**config.mk**
```make
export PLATFORM = sky130hd
export DESIGN_NAME = pncl_loader
export DESIGN_NICKNAME = d
export VERILOG_FILES = /design/src/core/pncl_pkg.sv /design/src/core/pncl_word_fetch.sv /design/src/core/pncl_loader.sv
export SDC_FILE = /design/constraint.sdc
export NUM_CORES = 1
export LEC_CHECK = 0
export ABC_CLOCK_PERIOD_IN_PS = 2500
export BUFFER_PORTS_ARGS = -buffer_cell sky130_fd_sc_hd__buf_2
export CAP_MARGIN = 20
export CORE_MARGIN = 1.5
export CORE_UTILIZATION = 53
export CTS_BUF_LIST = sky130_fd_sc_hd__clkbuf_4
export CTS_CLUSTER_SIZE = 25
export DETAILED_ROUTE_END_ITERATION = 10
export GPL_ROUTABILITY_DRIVEN = 1
export HOLD_SLACK_MARGIN = 0.06
export PLACE_DENSITY = 0.9
export SLEW_MARGIN = 20
export SYNTH_ARGS = -nofsm -noshare
export SYNTH_HDL_FRONTEND = slang
export SYNTH_SLANG_ARGS = --single-unit
```
**constraint.sdc**
```tcl
create_clock -name clk_sys -period 2.5 [get_ports clk_sys]
set_clock_uncertainty 0.2 [all_clocks]
set_input_delay 0.25 -clock clk_sys [delete_from_list [all_inputs] [get_ports clk_sys]]
set_output_delay 0.25 -clock clk_sys [all_outputs]
set_load 0.01 [all_outputs]
```
**src/core/pncl_pkg.sv**
```systemverilog
package pncl_pkg;

    // store word addresses, in load order
    localparam int PNCL_NUM_WORDS = 5;
    localparam logic [7:0] PNCL_W_L1 = 8'h14;
    localparam logic [7:0] PNCL_W_CPL = 8'h15;
    localparam logic [7:0] PNCL_W_VEC = 8'h16;
    localparam logic [7:0] PNCL_W_L0S = 8'h18;
    localparam logic [7:0] PNCL_W_SUP = 8'h19;
    localparam logic [39:0] PNCL_W_LIST = {PNCL_W_SUP, PNCL_W_L0S, PNCL_W_VEC,
        PNCL_W_CPL, PNCL_W_L1};

    // load-order indices
    localparam logic [2:0] PNCL_I_L1 = 3'h0;
    localparam logic [2:0] PNCL_I_CPL = 3'h1;
    localparam logic [2:0] PNCL_I_VEC = 3'h2;
    localparam logic [2:0] PNCL_I_L0S = 3'h3;
    localparam logic [2:0] PNCL_I_SUP = 3'h4;

    // field positions
    localparam int PNCL_ACC_LSB = 12;
    localparam int PNCL_SEP_LSB = 3;
    localparam int PNCL_COM_LSB = 0;
    localparam int PNCL_RESEND_BIT = 4;
    localparam int PNCL_VEC_LSB = 11;
    localparam int PNCL_MSI_MASK_BIT = 10;
    localparam int PNCL_IO_SUP_BIT = 14;
    localparam int PNCL_CSR_EN_BIT = 13;
    localparam int PNCL_SERIAL_BIT = 12;

    // reset values before the load lands, plus the vector count limit
    localparam logic [2:0] PNCL_DEF_L1_ACC = 3'h6;
    localparam logic [2:0] PNCL_DEF_L1_SEP = 3'h4;
    localparam logic [2:0] PNCL_DEF_L1_COM = 3'h4;
    localparam logic [2:0] PNCL_DEF_L0S_ACC = 3'h3;
    localparam logic [2:0] PNCL_DEF_L0S_SEP = 3'h7;
    localparam logic [2:0] PNCL_DEF_L0S_COM = 3'h5;
    localparam logic PNCL_DEF_RESEND = 1'b0;
    localparam logic [4:0] PNCL_DEF_VEC = 5'h04;
    localparam logic [4:0] PNCL_VEC_MAX = 5'h04;
    localparam logic PNCL_DEF_MSI_MASK = 1'b1;
    localparam logic PNCL_DEF_IO_SUP = 1'b1;
    localparam logic PNCL_DEF_CSR_EN = 1'b1;
    localparam logic PNCL_DEF_SERIAL = 1'b1;
    localparam logic PNCL_DEF_COMMON = 1'b0;

    // register byte addresses
    localparam logic [7:0] PNCL_A_STATUS = 8'h00;
    localparam logic [7:0] PNCL_A_DEVCAP = 8'h04;
    localparam logic [7:0] PNCL_A_LINKCAP = 8'h08;
    localparam logic [7:0] PNCL_A_MISC = 8'h0c;
    localparam logic [7:0] PNCL_A_CTRL = 8'h10;
    localparam logic [7:0] PNCL_A_CMD = 8'h14;
    localparam logic [7:0] PNCL_A_IND_ADDR = 8'h98;
    localparam logic [7:0] PNCL_A_IND_DATA = 8'h9c;

    localparam logic [1:0] PNCL_RESP_OKAY = 2'h0;
    localparam logic [1:0] PNCL_RESP_SLVERR = 2'h2;

    typedef enum logic [1:0] {
        PNCL_ST_IDLE = 2'h0,
        PNCL_ST_REQ = 2'h1,
        PNCL_ST_GAP = 2'h3,
        PNCL_ST_DONE = 2'h2
    } pncl_state_t;

endpackage : pncl_pkg

```
**src/core/pncl_word_fetch.sv**
```systemverilog
`timescale 1ns/1ps
module pncl_word_fetch #(
    parameter int N_WORDS = 5
) (
    // clock and reset
    input wire logic clk_sys,
    input wire logic reset_n,
    // store read port
    output logic nvm_rd_req,
    output logic [7:0] nvm_rd_addr,
    input wire logic nvm_rd_valid,
    input wire logic [15:0] nvm_rd_data,
    // fetched words
    output logic word_valid,
    output logic [2:0] word_idx,
    output logic [15:0] word_data,
    output logic load_done
);
    pncl_pkg::pncl_state_t state_q;
    logic [2:0] idx_q;
    logic last_w;
    logic [7:0] addr_w;

    assign last_w = (idx_q == 3'(N_WORDS - 1));
    assign addr_w = pncl_pkg::PNCL_W_LIST[idx_q * 8 +: 8];

    always_ff @(posedge clk_sys or negedge reset_n) begin
        if (!reset_n) begin
            state_q <= pncl_pkg::PNCL_ST_IDLE;
            idx_q <= 3'h0;
            nvm_rd_req <= 1'b0;
            nvm_rd_addr <= 8'h00;
            word_valid <= 1'b0;
            word_idx <= 3'h0;
            word_data <= 16'h0000;
            load_done <= 1'b0;
        end else begin
            word_valid <= 1'b0;
            case (state_q)
                pncl_pkg::PNCL_ST_IDLE: begin
                    // each word is read once per reset
                    nvm_rd_req <= 1'b1;
                    nvm_rd_addr <= addr_w;
                    state_q <= pncl_pkg::PNCL_ST_REQ;
                end
                pncl_pkg::PNCL_ST_REQ: begin
                    if (nvm_rd_valid) begin
                        nvm_rd_req <= 1'b0;
                        word_valid <= 1'b1;
                        word_idx <= idx_q;
                        word_data <= nvm_rd_data;
                        state_q <= pncl_pkg::PNCL_ST_GAP;
                    end
                end
                pncl_pkg::PNCL_ST_GAP: begin
                    if (last_w) begin
                        load_done <= 1'b1;
                        state_q <= pncl_pkg::PNCL_ST_DONE;
                    end else begin
                        idx_q <= idx_q + 3'h1;
                        nvm_rd_req <= 1'b1;
                        nvm_rd_addr <= pncl_pkg::PNCL_W_LIST[(idx_q + 3'h1) * 8 +: 8];
                        state_q <= pncl_pkg::PNCL_ST_REQ;
                    end
                end
                default: begin
                    state_q <= pncl_pkg::PNCL_ST_DONE;
                end
            endcase
        end
    end

endmodule : pncl_word_fetch

```
**src/core/pncl_loader.sv**
```systemverilog
// Contract
// - l1 word bits 14:12 (reset 110b) become the endpoint l1 acceptable latency
// - l1 exit latency: bits 5:3 separate clock, 2:0 common clock, both 100b
// - l0s exit latency: bits 5:3 (111b) separate, bits 2:0 (101b) common
// - l0s word bits 14:12 (reset 011b) become the endpoint l0s acceptable latency
// - resend bit 4 set reissues a timed-out request; clear (default) never reissues
// - vector word bits 15:11 give table entries minus one, range 0-4, default 4
// - vector word bit 10 (default 1) becomes msi message control bit 8
// - io support bit 14 clear forces command io enable to zero, ignoring writes
// - bit 13 set (default) opens indirect access at 0x98 and 0x9c
// - bit 12 enables the serial number capability; image should hold it at 1
`timescale 1ns/1ps
module pncl_loader #(
    parameter int N_WORDS = 5
) (
    // clock and reset
    input wire logic clk_sys,
    input wire logic reset_n,
    // store read port
    output logic nvm_rd_req,
    output logic [7:0] nvm_rd_addr,
    input wire logic nvm_rd_valid,
    input wire logic [15:0] nvm_rd_data,
    // transaction layer
    input wire logic cpl_timeout,
    output logic cpl_reissue,
    // capability fields
    output logic cfg_ready,
    output logic [2:0] l1_accept_lat,
    output logic [2:0] l0s_accept_lat,
    output logic [2:0] l1_exit_lat,
    output logic [2:0] l0s_exit_lat,
    output logic [4:0] vector_count_minus_one,
    output logic msi_pv_mask,
    output logic io_bar_en,
    output logic io_access_en,
    output logic cfg_space_reg_access_en,
    output logic serial_num_en,
    // axi4-lite slave
    input wire logic [7:0] s_axi_awaddr,
    input wire logic s_axi_awvalid,
    output logic s_axi_awready,
    input wire logic [31:0] s_axi_wdata,
    input wire logic [3:0] s_axi_wstrb,
    input wire logic s_axi_wvalid,
    output logic s_axi_wready,
    output logic [1:0] s_axi_bresp,
    output logic s_axi_bvalid,
    input wire logic s_axi_bready,
    input wire logic [7:0] s_axi_araddr,
    input wire logic s_axi_arvalid,
    output logic s_axi_arready,
    output logic [31:0] s_axi_rdata,
    output logic [1:0] s_axi_rresp,
    output logic s_axi_rvalid,
    input wire logic s_axi_rready
);
    logic word_valid;
    logic [2:0] word_idx;
    logic [15:0] word_data;
    logic load_done;

    pncl_word_fetch #(
        .N_WORDS(N_WORDS)
    ) u_fetch (
        .clk_sys(clk_sys),
        .reset_n(reset_n),
        .nvm_rd_req(nvm_rd_req),
        .nvm_rd_addr(nvm_rd_addr),
        .nvm_rd_valid(nvm_rd_valid),
        .nvm_rd_data(nvm_rd_data),
        .word_valid(word_valid),
        .word_idx(word_idx),
        .word_data(word_data),
        .load_done(load_done)
    );

    // loaded fields
    logic [2:0] l1_acc_q;
    logic [2:0] l1_sep_q;
    logic [2:0] l1_com_q;
    logic [2:0] l0s_acc_q;
    logic [2:0] l0s_sep_q;
    logic [2:0] l0s_com_q;
    logic resend_q;
    logic [4:0] vec_q;
    logic msi_mask_q;
    logic io_sup_q;
    logic csr_en_q;
    logic serial_q;
    // software state
    logic common_clk_q;
    logic io_en_q;
    logic [7:0] ind_addr_q;

    // reserved bits of each word are simply never looked at
    wire [2:0] acc_fld_w = word_data[pncl_pkg::PNCL_ACC_LSB +: 3];
    wire [2:0] sep_fld_w = word_data[pncl_pkg::PNCL_SEP_LSB +: 3];
    wire [2:0] com_fld_w = word_data[pncl_pkg::PNCL_COM_LSB +: 3];
    wire [4:0] vec_raw_w = word_data[pncl_pkg::PNCL_VEC_LSB +: 5];
    // out-of-range counts would advertise a table the device lacks
    wire [4:0] vec_fld_w = (vec_raw_w > pncl_pkg::PNCL_VEC_MAX)
        ? pncl_pkg::PNCL_VEC_MAX : vec_raw_w;
    wire ld_l1_w = word_valid && (word_idx == pncl_pkg::PNCL_I_L1);
    wire ld_cpl_w = word_valid && (word_idx == pncl_pkg::PNCL_I_CPL);
    wire ld_vec_w = word_valid && (word_idx == pncl_pkg::PNCL_I_VEC);
    wire ld_l0s_w = word_valid && (word_idx == pncl_pkg::PNCL_I_L0S);
    wire ld_sup_w = word_valid && (word_idx == pncl_pkg::PNCL_I_SUP);

    always_ff @(posedge clk_sys or negedge reset_n) begin
        if (!reset_n) begin
            l1_acc_q <= pncl_pkg::PNCL_DEF_L1_ACC;
            l1_sep_q <= pncl_pkg::PNCL_DEF_L1_SEP;
            l1_com_q <= pncl_pkg::PNCL_DEF_L1_COM;
            l0s_acc_q <= pncl_pkg::PNCL_DEF_L0S_ACC;
            l0s_sep_q <= pncl_pkg::PNCL_DEF_L0S_SEP;
            l0s_com_q <= pncl_pkg::PNCL_DEF_L0S_COM;
            resend_q <= pncl_pkg::PNCL_DEF_RESEND;
            vec_q <= pncl_pkg::PNCL_DEF_VEC;
            msi_mask_q <= pncl_pkg::PNCL_DEF_MSI_MASK;
            io_sup_q <= pncl_pkg::PNCL_DEF_IO_SUP;
            csr_en_q <= pncl_pkg::PNCL_DEF_CSR_EN;
            serial_q <= pncl_pkg::PNCL_DEF_SERIAL;
        end else begin
            if (ld_l1_w) begin
                l1_acc_q <= acc_fld_w;
                l1_sep_q <= sep_fld_w;
                l1_com_q <= com_fld_w;
            end
            if (ld_cpl_w) begin
                resend_q <= word_data[pncl_pkg::PNCL_RESEND_BIT];
            end
            if (ld_vec_w) begin
                vec_q <= vec_fld_w;
                msi_mask_q <= word_data[pncl_pkg::PNCL_MSI_MASK_BIT];
            end
            if (ld_l0s_w) begin
                l0s_acc_q <= acc_fld_w;
                l0s_sep_q <= sep_fld_w;
                l0s_com_q <= com_fld_w;
            end
            if (ld_sup_w) begin
                io_sup_q <= word_data[pncl_pkg::PNCL_IO_SUP_BIT];
                csr_en_q <= word_data[pncl_pkg::PNCL_CSR_EN_BIT];
                serial_q <= word_data[pncl_pkg::PNCL_SERIAL_BIT];
            end
        end
    end

    // exit latency follows the clock setting
    wire [2:0] l1_exit_w = common_clk_q ? l1_com_q : l1_sep_q;
    wire [2:0] l0s_exit_w = common_clk_q ? l0s_com_q : l0s_sep_q;
    wire reissue_w = cpl_timeout && resend_q;

    always_ff @(posedge clk_sys or negedge reset_n) begin
        if (!reset_n) begin
            cfg_ready <= 1'b0;
            l1_accept_lat <= pncl_pkg::PNCL_DEF_L1_ACC;
            l0s_accept_lat <= pncl_pkg::PNCL_DEF_L0S_ACC;
            l1_exit_lat <= pncl_pkg::PNCL_DEF_L1_SEP;
            l0s_exit_lat <= pncl_pkg::PNCL_DEF_L0S_SEP;
            vector_count_minus_one <= pncl_pkg::PNCL_DEF_VEC;
            msi_pv_mask <= pncl_pkg::PNCL_DEF_MSI_MASK;
            io_bar_en <= pncl_pkg::PNCL_DEF_IO_SUP;
            io_access_en <= 1'b0;
            cfg_space_reg_access_en <= pncl_pkg::PNCL_DEF_CSR_EN;
            serial_num_en <= pncl_pkg::PNCL_DEF_SERIAL;
            cpl_reissue <= 1'b0;
        end else begin
            cfg_ready <= load_done;
            l1_accept_lat <= l1_acc_q;
            l0s_accept_lat <= l0s_acc_q;
            l1_exit_lat <= l1_exit_w;
            l0s_exit_lat <= l0s_exit_w;
            vector_count_minus_one <= vec_q;
            msi_pv_mask <= msi_mask_q;
            io_bar_en <= io_sup_q;
            io_access_en <= io_en_q;
            cfg_space_reg_access_en <= csr_en_q;
            serial_num_en <= serial_q;
            cpl_reissue <= reissue_w;
        end
    end

    // register read view, shared by the bus and the indirect window
    function automatic logic [32:0] pncl_rd_mux(input logic [7:0] addr);
        logic [32:0] r;
        r = {1'b1, 32'h00000000};
        if (addr == pncl_pkg::PNCL_A_STATUS) begin
            r = {1'b1, 31'h00000000, load_done};
        end else if (addr == pncl_pkg::PNCL_A_DEVCAP) begin
            r = {1'b1, 26'h0000000, l1_acc_q, l0s_acc_q};
        end else if (addr == pncl_pkg::PNCL_A_LINKCAP) begin
            r = {1'b1, 26'h0000000, l1_exit_w, l0s_exit_w};
        end else if (addr == pncl_pkg::PNCL_A_MISC) begin
            r = {1'b1, 22'h000000, serial_q, csr_en_q, io_sup_q, msi_mask_q, vec_q, resend_q};
        end else if (addr == pncl_pkg::PNCL_A_CTRL) begin
            r = {1'b1, 31'h00000000, common_clk_q};
        end else if (addr == pncl_pkg::PNCL_A_CMD) begin
            r = {1'b1, 31'h00000000, io_en_q};
        end else if (addr == pncl_pkg::PNCL_A_IND_ADDR) begin
            r = {1'b1, 24'h000000, ind_addr_q};
        end else if (addr == pncl_pkg::PNCL_A_IND_DATA) begin
            r = {1'b1, 32'h00000000};
        end else begin
            r = {1'b0, 32'h00000000};
        end
        return r;
    endfunction : pncl_rd_mux

    // write channel: address and data taken together, one write at a time
    wire wr_go_w = s_axi_awvalid && s_axi_wvalid && !s_axi_awready
        && !s_axi_bvalid && load_done;
    wire wr_fire_w = s_axi_awready && s_axi_awvalid && s_axi_wvalid;
    logic [32:0] wr_look_w;
    always_comb begin
        wr_look_w = pncl_rd_mux(s_axi_awaddr);
    end
    wire wr_lane0_w = wr_fire_w && s_axi_wstrb[0];
    wire wr_ctrl_w = wr_lane0_w && (s_axi_awaddr == pncl_pkg::PNCL_A_CTRL);
    wire wr_cmd_w = wr_lane0_w && (s_axi_awaddr == pncl_pkg::PNCL_A_CMD);
    // indirect window is dead while the access path is disabled
    wire wr_ind_w = wr_lane0_w && csr_en_q
        && (s_axi_awaddr == pncl_pkg::PNCL_A_IND_ADDR);

    always_ff @(posedge clk_sys or negedge reset_n) begin
        if (!reset_n) begin
            s_axi_awready <= 1'b0;
            s_axi_wready <= 1'b0;
            s_axi_bvalid <= 1'b0;
            s_axi_bresp <= pncl_pkg::PNCL_RESP_OKAY;
        end else begin
            s_axi_awready <= wr_go_w;
            s_axi_wready <= wr_go_w;
            if (wr_fire_w) begin
                s_axi_bvalid <= 1'b1;
                s_axi_bresp <= wr_look_w[32] ? pncl_pkg::PNCL_RESP_OKAY
                    : pncl_pkg::PNCL_RESP_SLVERR;
            end else if (s_axi_bready) begin
                s_axi_bvalid <= 1'b0;
            end
        end
    end

    always_ff @(posedge clk_sys or negedge reset_n) begin
        if (!reset_n) begin
            common_clk_q <= pncl_pkg::PNCL_DEF_COMMON;
            io_en_q <= 1'b0;
            ind_addr_q <= 8'h00;
        end else begin
            if (wr_ctrl_w) begin
                common_clk_q <= s_axi_wdata[0];
            end
            // enable can only stick while io space is supported
            if (!io_sup_q) begin
                io_en_q <= 1'b0;
            end else if (wr_cmd_w) begin
                io_en_q <= s_axi_wdata[0];
            end
            if (wr_ind_w) begin
                ind_addr_q <= {s_axi_wdata[7:2], 2'h0};
            end
        end
    end

    // read channel
    wire rd_go_w = s_axi_arvalid && !s_axi_arready && !s_axi_rvalid && load_done;
    wire rd_fire_w = s_axi_arready && s_axi_arvalid;
    logic [32:0] rd_look_w;
    logic [32:0] ind_look_w;
    // procedural so the view tracks field changes, not only address changes
    always_comb begin
        rd_look_w = pncl_rd_mux(s_axi_araddr);
        ind_look_w = pncl_rd_mux(ind_addr_q);
    end
    wire rd_ind_w = (s_axi_araddr == pncl_pkg::PNCL_A_IND_DATA)
        || (s_axi_araddr == pncl_pkg::PNCL_A_IND_ADDR);
    wire [31:0] ind_val_w = (s_axi_araddr == pncl_pkg::PNCL_A_IND_DATA)
        ? ind_look_w[31:0] : rd_look_w[31:0];
    // disabled window reads zero rather than erroring
    wire [31:0] rd_val_w = rd_ind_w ? (csr_en_q ? ind_val_w : 32'h00000000)
        : rd_look_w[31:0];

    always_ff @(posedge clk_sys or negedge reset_n) begin
        if (!reset_n) begin
            s_axi_arready <= 1'b0;
            s_axi_rvalid <= 1'b0;
            s_axi_rdata <= 32'h00000000;
            s_axi_rresp <= pncl_pkg::PNCL_RESP_OKAY;
        end else begin
            s_axi_arready <= rd_go_w;
            if (rd_fire_w) begin
                s_axi_rvalid <= 1'b1;
                s_axi_rdata <= rd_val_w;
                s_axi_rresp <= rd_look_w[32] ? pncl_pkg::PNCL_RESP_OKAY
                    : pncl_pkg::PNCL_RESP_SLVERR;
            end else if (s_axi_rready) begin
                s_axi_rvalid <= 1'b0;
            end
        end
    end

endmodule : pncl_loader

```
==> results of run 1 <==
-- state kept, by name, summed over array words and instances, names as in the netlist, 2 cells and up --
| signal | cells |
|---|---|
| u_fetch.word_data | 12 |
| s_axi_rdata | 10 |
| ind_addr_q | 6 |
| u_fetch.nvm_rd_addr | 5 |
| vec_q | 5 |
| vector_count_minus_one | 5 |
| l0s_acc_q | 3 |
| l0s_accept_lat | 3 |
| l0s_com_q | 3 |
| l0s_exit_lat | 3 |
| l0s_sep_q | 3 |
| l1_acc_q | 3 |
| l1_accept_lat | 3 |
| l1_com_q | 3 |
| l1_exit_lat | 3 |
| l1_sep_q | 3 |
| u_fetch.idx_q | 3 |
| u_fetch.word_idx | 3 |
| u_fetch.state_q | 2 |
-- path summary, 6_finish.rpt --
kind / startpoint / end / slack, ns / cells past startpoint
setup / recovery: s_axi_awaddr[7] / common_clk_q / 0.24 / 6
hold / removal: s_axi_araddr[1] / s_axi_rdata[5] / 0.08 / 4
setup reg to reg: s_axi_wready / common_clk_q / 0.36 / 5
hold reg to reg: serial_q / serial_num_en / 0.20 / 0
max in group asynchronous: reset_n / cfg_space_reg_access_en / 1.21 / 3
min in group asynchronous: reset_n / s_axi_rdata[3] / 0.18 / 2
-- layout make-up --
class / instances / area [um2] / area share, %
Clock inverter: 6 / 66.3 / 1.13
Tap cell: 108 / 135 / 2.31
Multi-Input combinational cell: 299 / 1940 / 33.1
Clock buffer: 10 / 75.1 / 1.28
Inverter: 17 / 63.8 / 1.09
Sequential cell: 104 / 2640 / 45.1
Timing Repair Buffer: 140 / 941 / 16.1
-- critical path: stages --
cell           delay [ns]
dlygate4sd3_1        0.53
buf_2                0.15
or3_1                0.34
nor3_1               0.21
mux2_2               0.36
dlygate4sd3_1        0.56
-- metal layers --
layer | vias up | global-route usage (%) | routed length [um]
met2 | 160 | 38.5 | 5370
met1 | 1806 | 30.1 | 4640
met5 | - | 0 | 0
li1 | 1741 | - | -
met4 | 0 | 7.69 | 142
met3 | 16 | 4.37 | 698
-- power groups by stage --
stage	clock network (mW)	logic (mW)	registers [mW]
after floorplan	0	0.0713	1.72
after global placement	0	0.124	1.71
after detailed placement	0	0.126	1.71
after CTS	0.893	0.170	1.69
after global routing	0.960	0.190	1.69
final	0.870	0.171	1.69
-- layout by cell type (no fill, tap or decap), types with 4 or more instances in the layout --
cell type,count
buf_2,90
dfrtp_1,75
nand2_1,64
dlygate4sd3_1,41
mux2_2,31
dfstp_2,29
conb_1,27
nor2_1,25
o21ai_0,21
a21oi_1,20
inv_1,17
clkbuf_4,10
mux2i_1,9
nand3_1,8
buf_4,8
nor3_1,7
o31ai_1,6
a32o_1,6
mux2_4,6
a32oi_1,5
nor2b_1,4
a31oi_1,4
a22oi_1,4
ha_1,4
-- cell families after synthesis --
kind of cell               after synthesis  synth area share (%)
AOI/OAI and AO/OA                       78                  10.5
xor gates and xnor gates                 3                 0.545
adders and majority gates                4                  1.04
buffers and inverters                   60                  7.16
DFF                                    104                  54.7
muxes                                   46                  11.0
other                                    1                0.0777
and+or+nand+nor                        141                  15.0
-- timing repair --
action	4_1_cts	5_1_grt
hold buffers	41	0
gates resized for setup	0	0
hold endpoints to repair	85	0
==> reports/results.txt, run 1 <==
status: complete, no violations
Worst setup EP type: flop
total number of vias: 3,723
unrepaired setup endpoints after global routing: no
post-synthesis sequential area ratio: 54.7%
min Tclk post-route: 2.26 ns
CORE AREA: 0.00876 mm2
Async SR Flop Fraction: 100%
Die W: 98.4 um
fin crit share: 90.5%
Comb pwr share: 6.3%
worst-margin pin slew: 0.649 ns
setup ws final: 0.237 ns
Final Hold Vio Count: 0
vias per cell: 5.44
initial antenna violation count: 0
top-count cell post-synth: dfrtp_1
Arrival @ worst endpoint: 2.40 ns
Worst IR Drop VDD: 0.000261 V
TritonCTS Buffers: 9
share of total power in the clock network: 31.9%
GRT Overall Usage: 22.9%
Die ar.: 0.00968 mm2
Cell Area, Synth: 0.00482 mm2
flip-flop and latch count after synthesis: 104
CP startpoint kind: input pin
power density cells: 466 mW/mm2
Setup Fix Bufs, Post-CTS: 0
share of layout cells above drive strength 1: 33.7%
Area contributors post-synth: dfrtp_1, dfstp_2, mux2_2
Detail Route Antenna Nets: 0
design area: 0.00586 mm2
fin nets: 652
Sw Ratio: 23.6%
Post-DP HPWL: 7.70 mm
vias in the first global route: 3,638
clock-pin slew on the worst setup and hold paths: 0.14 ns
Primary FF master, synth: dfrtp_1
DRT Wirelength: 10.8 mm
placed inst area: 0.00531 mm2
Max-Cap Viols: 0
Setup CP Type: input pin to flop
CTS HTree Levels: 3
synth cell count leaders: dfrtp_1, nand2_1, mux2_2
Critical Path RT: 2.64 ns
Filler Cell Count: 658
CTS tree: done
# rows: 34
TritonRoute pass-1 iters: 6
Die H: 98.4 um
synth unique cells: 63
Placer Congestion: 0.833
DRC violations left: 0
CTS max path bufs: 2
ANT cells: 0
Synth Area per Inst: 11.0 um2
CP max FO: 4
Yosys top cell area share: 38.9%
non-filler instance count after layout: 684
worst skew pair latency: 0.45 ns
Leakage Power: 2.98 nW
total power: 2.73 mW
I/O pin count: 151
final core occ: 66.8%
Pins Over Slew Limit: 0
max-slew headroom at the worst pin: 56.7%
EDFF count, synth: 0
Inst Count DP: 627
hold_ws: 0.0832 ns
final setup vio count: 0
first-pass GRT wire length: 17.6 mm
max frequency: 0.442 GHz
hold crit path type: input pin to flop
final setup TNS: 0 ns
Psw: 0.643 mW
synthesized netlist cell count: 437
GRT overflow: 0
mean routed wirelength per cell: 15.9 um
largest area contributor in the netlist: dfrtp_1
Initial DRC Count: 195
I/O Buffers: 91
dpl ws: 0.487 ns
largest net degree at the start of global routing: 54
internal power: 2.08 mW
root buf cell: clkbuf_4
Sinks on Clock Net: 104
Flop pwr share: 61.8%
yosys warns: 0
Initial Utilization: 55.0%
area grow syn2layout: 21.4%
Power figures use the tool's default switching activity.
==> run 2, diff against run 1 <==
Settings changed: BUFFER_PORTS_ARGS -buffer_cell sky130_fd_sc_hd__buf_2 to unset, CORE_UTILIZATION 53 to 55, DONT_BUFFER_PORTS set to 1, PLACE_DENSITY 0.9 to unset, PLACE_DENSITY_LB_ADDON set to 0.25.
==> reports/results.txt, run 2 (synthesized netlist as in run 1, its figures left out) <==
unrepaired setup endpoints after global routing: yes
Die ar.: 0.00934 mm2
fin crit share: 98.9%
CP max FO: 7
Critical Path RT: 2.68 ns
Largest regs: u_fetch.word_data (12), s_axi_rdata (10), ind_addr_q (6)
TritonRoute pass-1 iters: 6
status: finished, violations left
CP max-delay cell: dlygate4sd3_1
mean routed wirelength per cell: 17.8 um
met2 usage: 40.2%
total number of vias: 3,538
Max-Cap Viols: 0
clock-pin slew on the worst setup and hold paths: 0.18 ns
Setup CP Type: flop to flop
fin nets: 594
worst skew pair latency: 0.47 ns
GRT overflow: 0
# rows: 33
CTS tree: done
max-slew headroom at the worst pin: 63.4%
Filler Cell Count: 630
share of layout cells above drive strength 1: 21.0%
Worst setup EP type: flop
CTS HTree Levels: 3
max frequency: 0.404 GHz
Detail Route Antenna Nets: 0
Arrival @ worst endpoint: 2.65 ns
failing checks: hold timing
Leakage Power: 2.68 nW
critical path's largest stage delay: 0.55 ns
power density cells: 460 mW/mm2
DRC violations left: 0
Pins Over Slew Limit: 0
Die W: 96.6 um
Worst IR Drop VDD: 0.000449 V
met1 usage: 30.8%
CORE AREA: 0.00834 mm2
most common cell after layout, fill and taps aside: dfrtp_1
storage element area: 0.00264 mm2
number of flip-flops in the largest register: 12
Hold Buf Count CTS: 71
Multi-input gate area: 0.00194 mm2
area grow syn2layout: 18.7%
critical path cell sequence: nand3b_1 -> clkinvlp_4 -> buf_12 -> nand2_1 -> dlygate4sd3_1 -> nand2_1 -> dlygate4sd3_1
vias per cell: 5.68
Biggest register: u_fetch.word_data
ANT cells: 0
Die H: 96.6 um
CP startpoint kind: flop
I/O pin count: 151
hold_ws: -0.748 ns
min Tclk post-route: 2.47 ns
most frequent cells in the layout: dfrtp_1, dlygate4sd3_1, nand2_1, mux2_2, dfstp_2
Initial Utilization: 57.8%
CTS max path bufs: 2
Sinks on Clock Net: 104
largest net degree at the start of global routing: 105
vias in the first global route: 3,426
final setup vio count: 0
Placer Congestion: 0.839
worst-margin pin slew: 0.549 ns
met3 GRT Util: 7.01%
DRT Wirelength: 11.1 mm
final setup TNS: 0 ns
root buf cell: clkbuf_4
Final Hold Vio Count: 104
Post-DP HPWL: 6.95 mm
GR peak layer: met2
total power: 2.63 mW
first-pass GRT wire length: 17.8 mm
GRT Overall Usage: 23.8%
Initial DRC Count: 153
I/O Buffers: 0
hold crit path type: input pin to asynchronous set/reset pin
initial antenna violation count: 0
TritonCTS Buffers: 9
flop-to-flop setup slack: 0.03 ns
## run 2: cell types whose count changed in the layout (fill, tap and decap cells not counted), sizes merged
cell         change
clkinv           +1
dlygate4sd3     +30
buf             -88
bufinv           -1
clkbuf           -1
clkinvlp         +1
## run 2: critical path, delay by kind of cell (launching register included)
family | cells | cell delay, ns
and+or+nand+nor | 3 | 0.29
buffers and inverters | 4 | 1.46
DFF | 1 | 0.44
## run 2: timing repair
action | CTS | global route
hold endpoints to repair | 147 | 104
setup buffers | 0 | 5
endpoints found under the setup margin | 0 | 12
gates resized for setup | 0 | 2
## run 2: power by group
group	internal [mW]	switching (mW)	leakage [nW]
logic	0.0523	0.0498	1.27
clock network	0.234	0.612	0.0733
registers	1.69	0.0000000000000000556	1.34
## run 2: worst paths after layout
| kind | startpoint | end | cells after the start |
|---|---|---|---|
| setup / recovery | u_fetch.state_q[1] | u_fetch.word_data[15] | 7 |
| hold / removal | reset_n | l1_sep_q[1] | 0 |
| setup reg to reg | u_fetch.state_q[1] | u_fetch.word_data[15] | 7 |
| hold reg to reg | msi_mask_q | msi_pv_mask | 0 |
| max in group asynchronous | reset_n | l1_acc_q[2] | 0 |
| min in group clk_sys | s_axi_araddr[1] | s_axi_rdata[0] | 5 |
## run 2: layer usage
| layer | routed length, um | vias to the layer above | share of wire (%) |
|---|---|---|---|
| li1 | - | 1622 | - |
| met1 | 4510 | 1767 | 41 |
| met2 | 5660 | 137 | 51 |
| met3 | 787 | 12 | 7.1 |
| met4 | 111 | 0 | 1.0 |
| met5 | 0 | - | 0 |
## run 2: area by class of cell
class	count	share of cell area, %
clock inverter	7	1.27
sequential	104	46.1
multi-input combinational	299	33.9
tap	105	2.29
timing repair buffer	82	14.1
inverter	17	1.18
clock buffer	9	1.18
## run 2: per-stage QoR
stage | cell area [um2] | hold slack (ns) | cells | util (%) | setup WS (ns)
after floorplan | 4920 | -0.246 | 463 | - | 0.579
after CTS | 5670 | -0.773 | 618 | 67.9 | 0.0336
after global placement | 4820 | -0.244 | 531 | 57.7 | 0.467
after detailed placement | 4820 | -0.243 | 531 | 57.7 | 0.451
after global routing | 5730 | -0.801 | 623 | 68.6 | -0.0406
final | 5730 | -0.748 | 623 | 68.6 | 0.0264
==> run 3, diff against run 2 <==
Settings changed: CELL_PAD_IN_SITES_DETAIL_PLACEMENT set to 0, CELL_PAD_IN_SITES_GLOBAL_PLACEMENT set to 2, CORE_UTILIZATION 55 to 41.
==> reports/results.txt, run 3 (synthesized netlist as in run 1, its figures left out) <==
TritonRoute pass-1 iters: 4
Worst IR Drop VDD: 0.000370 V
I/O pin count: 151
Die ar.: 0.0124 mm2
fin nets: 577
critical path's largest stage delay: 0.84 ns
TritonCTS Buffers: 9
first-pass GRT wire length: 18.3 mm
Final Hold Vio Count: 104
root buf cell: clkbuf_4
Initial Utilization: 42.1%
CTS HTree Levels: 3
Sw Ratio: 25.0%
mean routed wirelength per cell: 17.5 um
initial antenna violation count: 0
CTS max path bufs: 2
Comb pwr share: 4.3%
Pins Over Slew Limit: 0
Setup CP Type: input pin to flop
setup ws final: 0.110 ns
Detail Route Antenna Nets: 0
Largest regs: u_fetch.word_data (12), s_axi_rdata (10), ind_addr_q (6)
internal power: 1.97 mW
worst skew pair latency: 0.48 ns
min Tclk post-route: 2.39 ns
WL met3: 558 um
Inst Count DP: 571
vias in the first global route: 3,367
non-filler instance count after layout: 644
max-slew headroom at the worst pin: 63.7%
Post-DP HPWL: 7.63 mm
Hold Buf Count CTS: 54
share of layout cells above drive strength 1: 21.2%
vias per cell: 5.28
placed inst area: 0.00488 mm2
Worst setup EP type: flop
post-CTS resize count: 0
Initial DRC Count: 195
GRT overflow: 0
most used cell, CP: dlygate4sd3_1
DRC violations left: 0
total power: 2.63 mW
CORE AREA: 0.0115 mm2
max frequency: 0.418 GHz
Die H: 111 um
worst-margin pin slew: 0.540 ns
Arrival @ worst endpoint: 2.57 ns
total number of vias: 3,401
clock-pin slew on the worst setup and hold paths: 0.16 ns
area grow syn2layout: 15.5%
largest net degree at the start of global routing: 105
CTS tree: done
fin crit share: 95.6%
most frequent cells in the layout: dfrtp_1, nand2_1, dlygate4sd3_1, mux2_2, dfstp_2
failing checks: hold timing
Filler Cell Count: 1,079
status: finished, violations left
Die W: 111 um
final setup vio count: 0
number of flip-flops in the largest register: 12
Critical Path RT: 2.68 ns
DRT Wirelength: 11.3 mm
Flop pwr share: 64.2%
share of total power in the clock network: 31.6%
Psw: 0.657 mW
# rows: 39
met2 wire len: 5.32 mm
Max-Cap Viols: 0
CP startpoint kind: input pin
Metal-1 WL: 5.28 mm
CP max-delay cell: dlygate4sd3_1
top sig layer: met4
ANT cells: 0
GRT Overall Usage: 18.8%
Placer Congestion: 0.762
hold crit path type: input pin to asynchronous set/reset pin
power density cells: 472 mW/mm2
I/O Buffers: 0
dpl ws: 0.451 ns
hold_ws: -0.765 ns
Sinks on Clock Net: 104
CP max FO: 11
most common cell after layout, fill and taps aside: dfrtp_1
Biggest register: u_fetch.word_data
Leakage Power: 2.60 nW
design area: 0.00557 mm2
critical path cell sequence: dlygate4sd3_1 -> inv_1 -> and2_1 -> a32o_1 -> a21oi_1 -> dlygate4sd3_1 -> o31ai_1
[run 3: power groups by stage]
| stage | Clock (mW) | Sequential, mW | Combinational [mW] |
|---|---|---|---|
| global placement | 0 | 1.71 | 0.0395 |
| finish | 0.830 | 1.69 | 0.112 |
| detailed placement | 0 | 1.71 | 0.0398 |
| floorplan | 0 | 1.72 | 0.0713 |
| CTS | 0.882 | 1.69 | 0.107 |
| global route | 0.932 | 1.69 | 0.120 |
[run 3: per-stage QoR]
step | setup TNS [ns] | utilization, %
finish | 0 | 48.6
global route | -0.00375 | 48.6
CTS | 0 | 48.4
detailed placement | 0 | 42.5
global placement | 0 | 42.5
floorplan | 0 | -
[run 3: layout make-up]
type                       count  area (um2)  share of cell area (%)
clock buffer                   9        67.6                    1.21
clock inverter                 7        60.1                    1.08
inverter                      17        63.8                    1.15
multi-input combinational    299        1940                    34.8
sequential                   104        2640                    47.4
tap                          143         179                    3.21
timing repair buffer          65         623                    11.2
[run 3: worst max-delay path, delay by kind of cell]
family,cells,cell delay (ns)
buffers and inverters,3,1.63
AO/OA/AOI/OAI,3,0.41
AND/OR/NAND/NOR,1,0.27
[run 3: metal layers]
metal  track usage [%]  vias up
li1                  -     1600
met3              5.44        9
met4              5.23        0
met2              29.8       89
met1              25.4     1703
met5                 0        -
[run 3: final timing paths]
path | depth (start not counted) | slack (ns) | startpoint | endpoint
max | 7 | 0.11 | s_axi_araddr[2] | s_axi_rdata[4]
min | 0 | -0.77 | reset_n | u_fetch.idx_q[2]
max reg2reg | 5 | 0.23 | common_clk_q | s_axi_rdata[4]
min reg2reg | 0 | 0.19 | msi_mask_q | msi_pv_mask
max in group asynchronous | 0 | 2.60 | reset_n | l1_accept_lat[1]
min in group clk_sys | 5 | 0.11 | s_axi_araddr[5] | s_axi_rdata[0]
[run 3: timing repair]
action	CTS	global route
buffers inserted	0	3
endpoints found under the hold margin	145	104
endpoints found under the setup margin	0	1
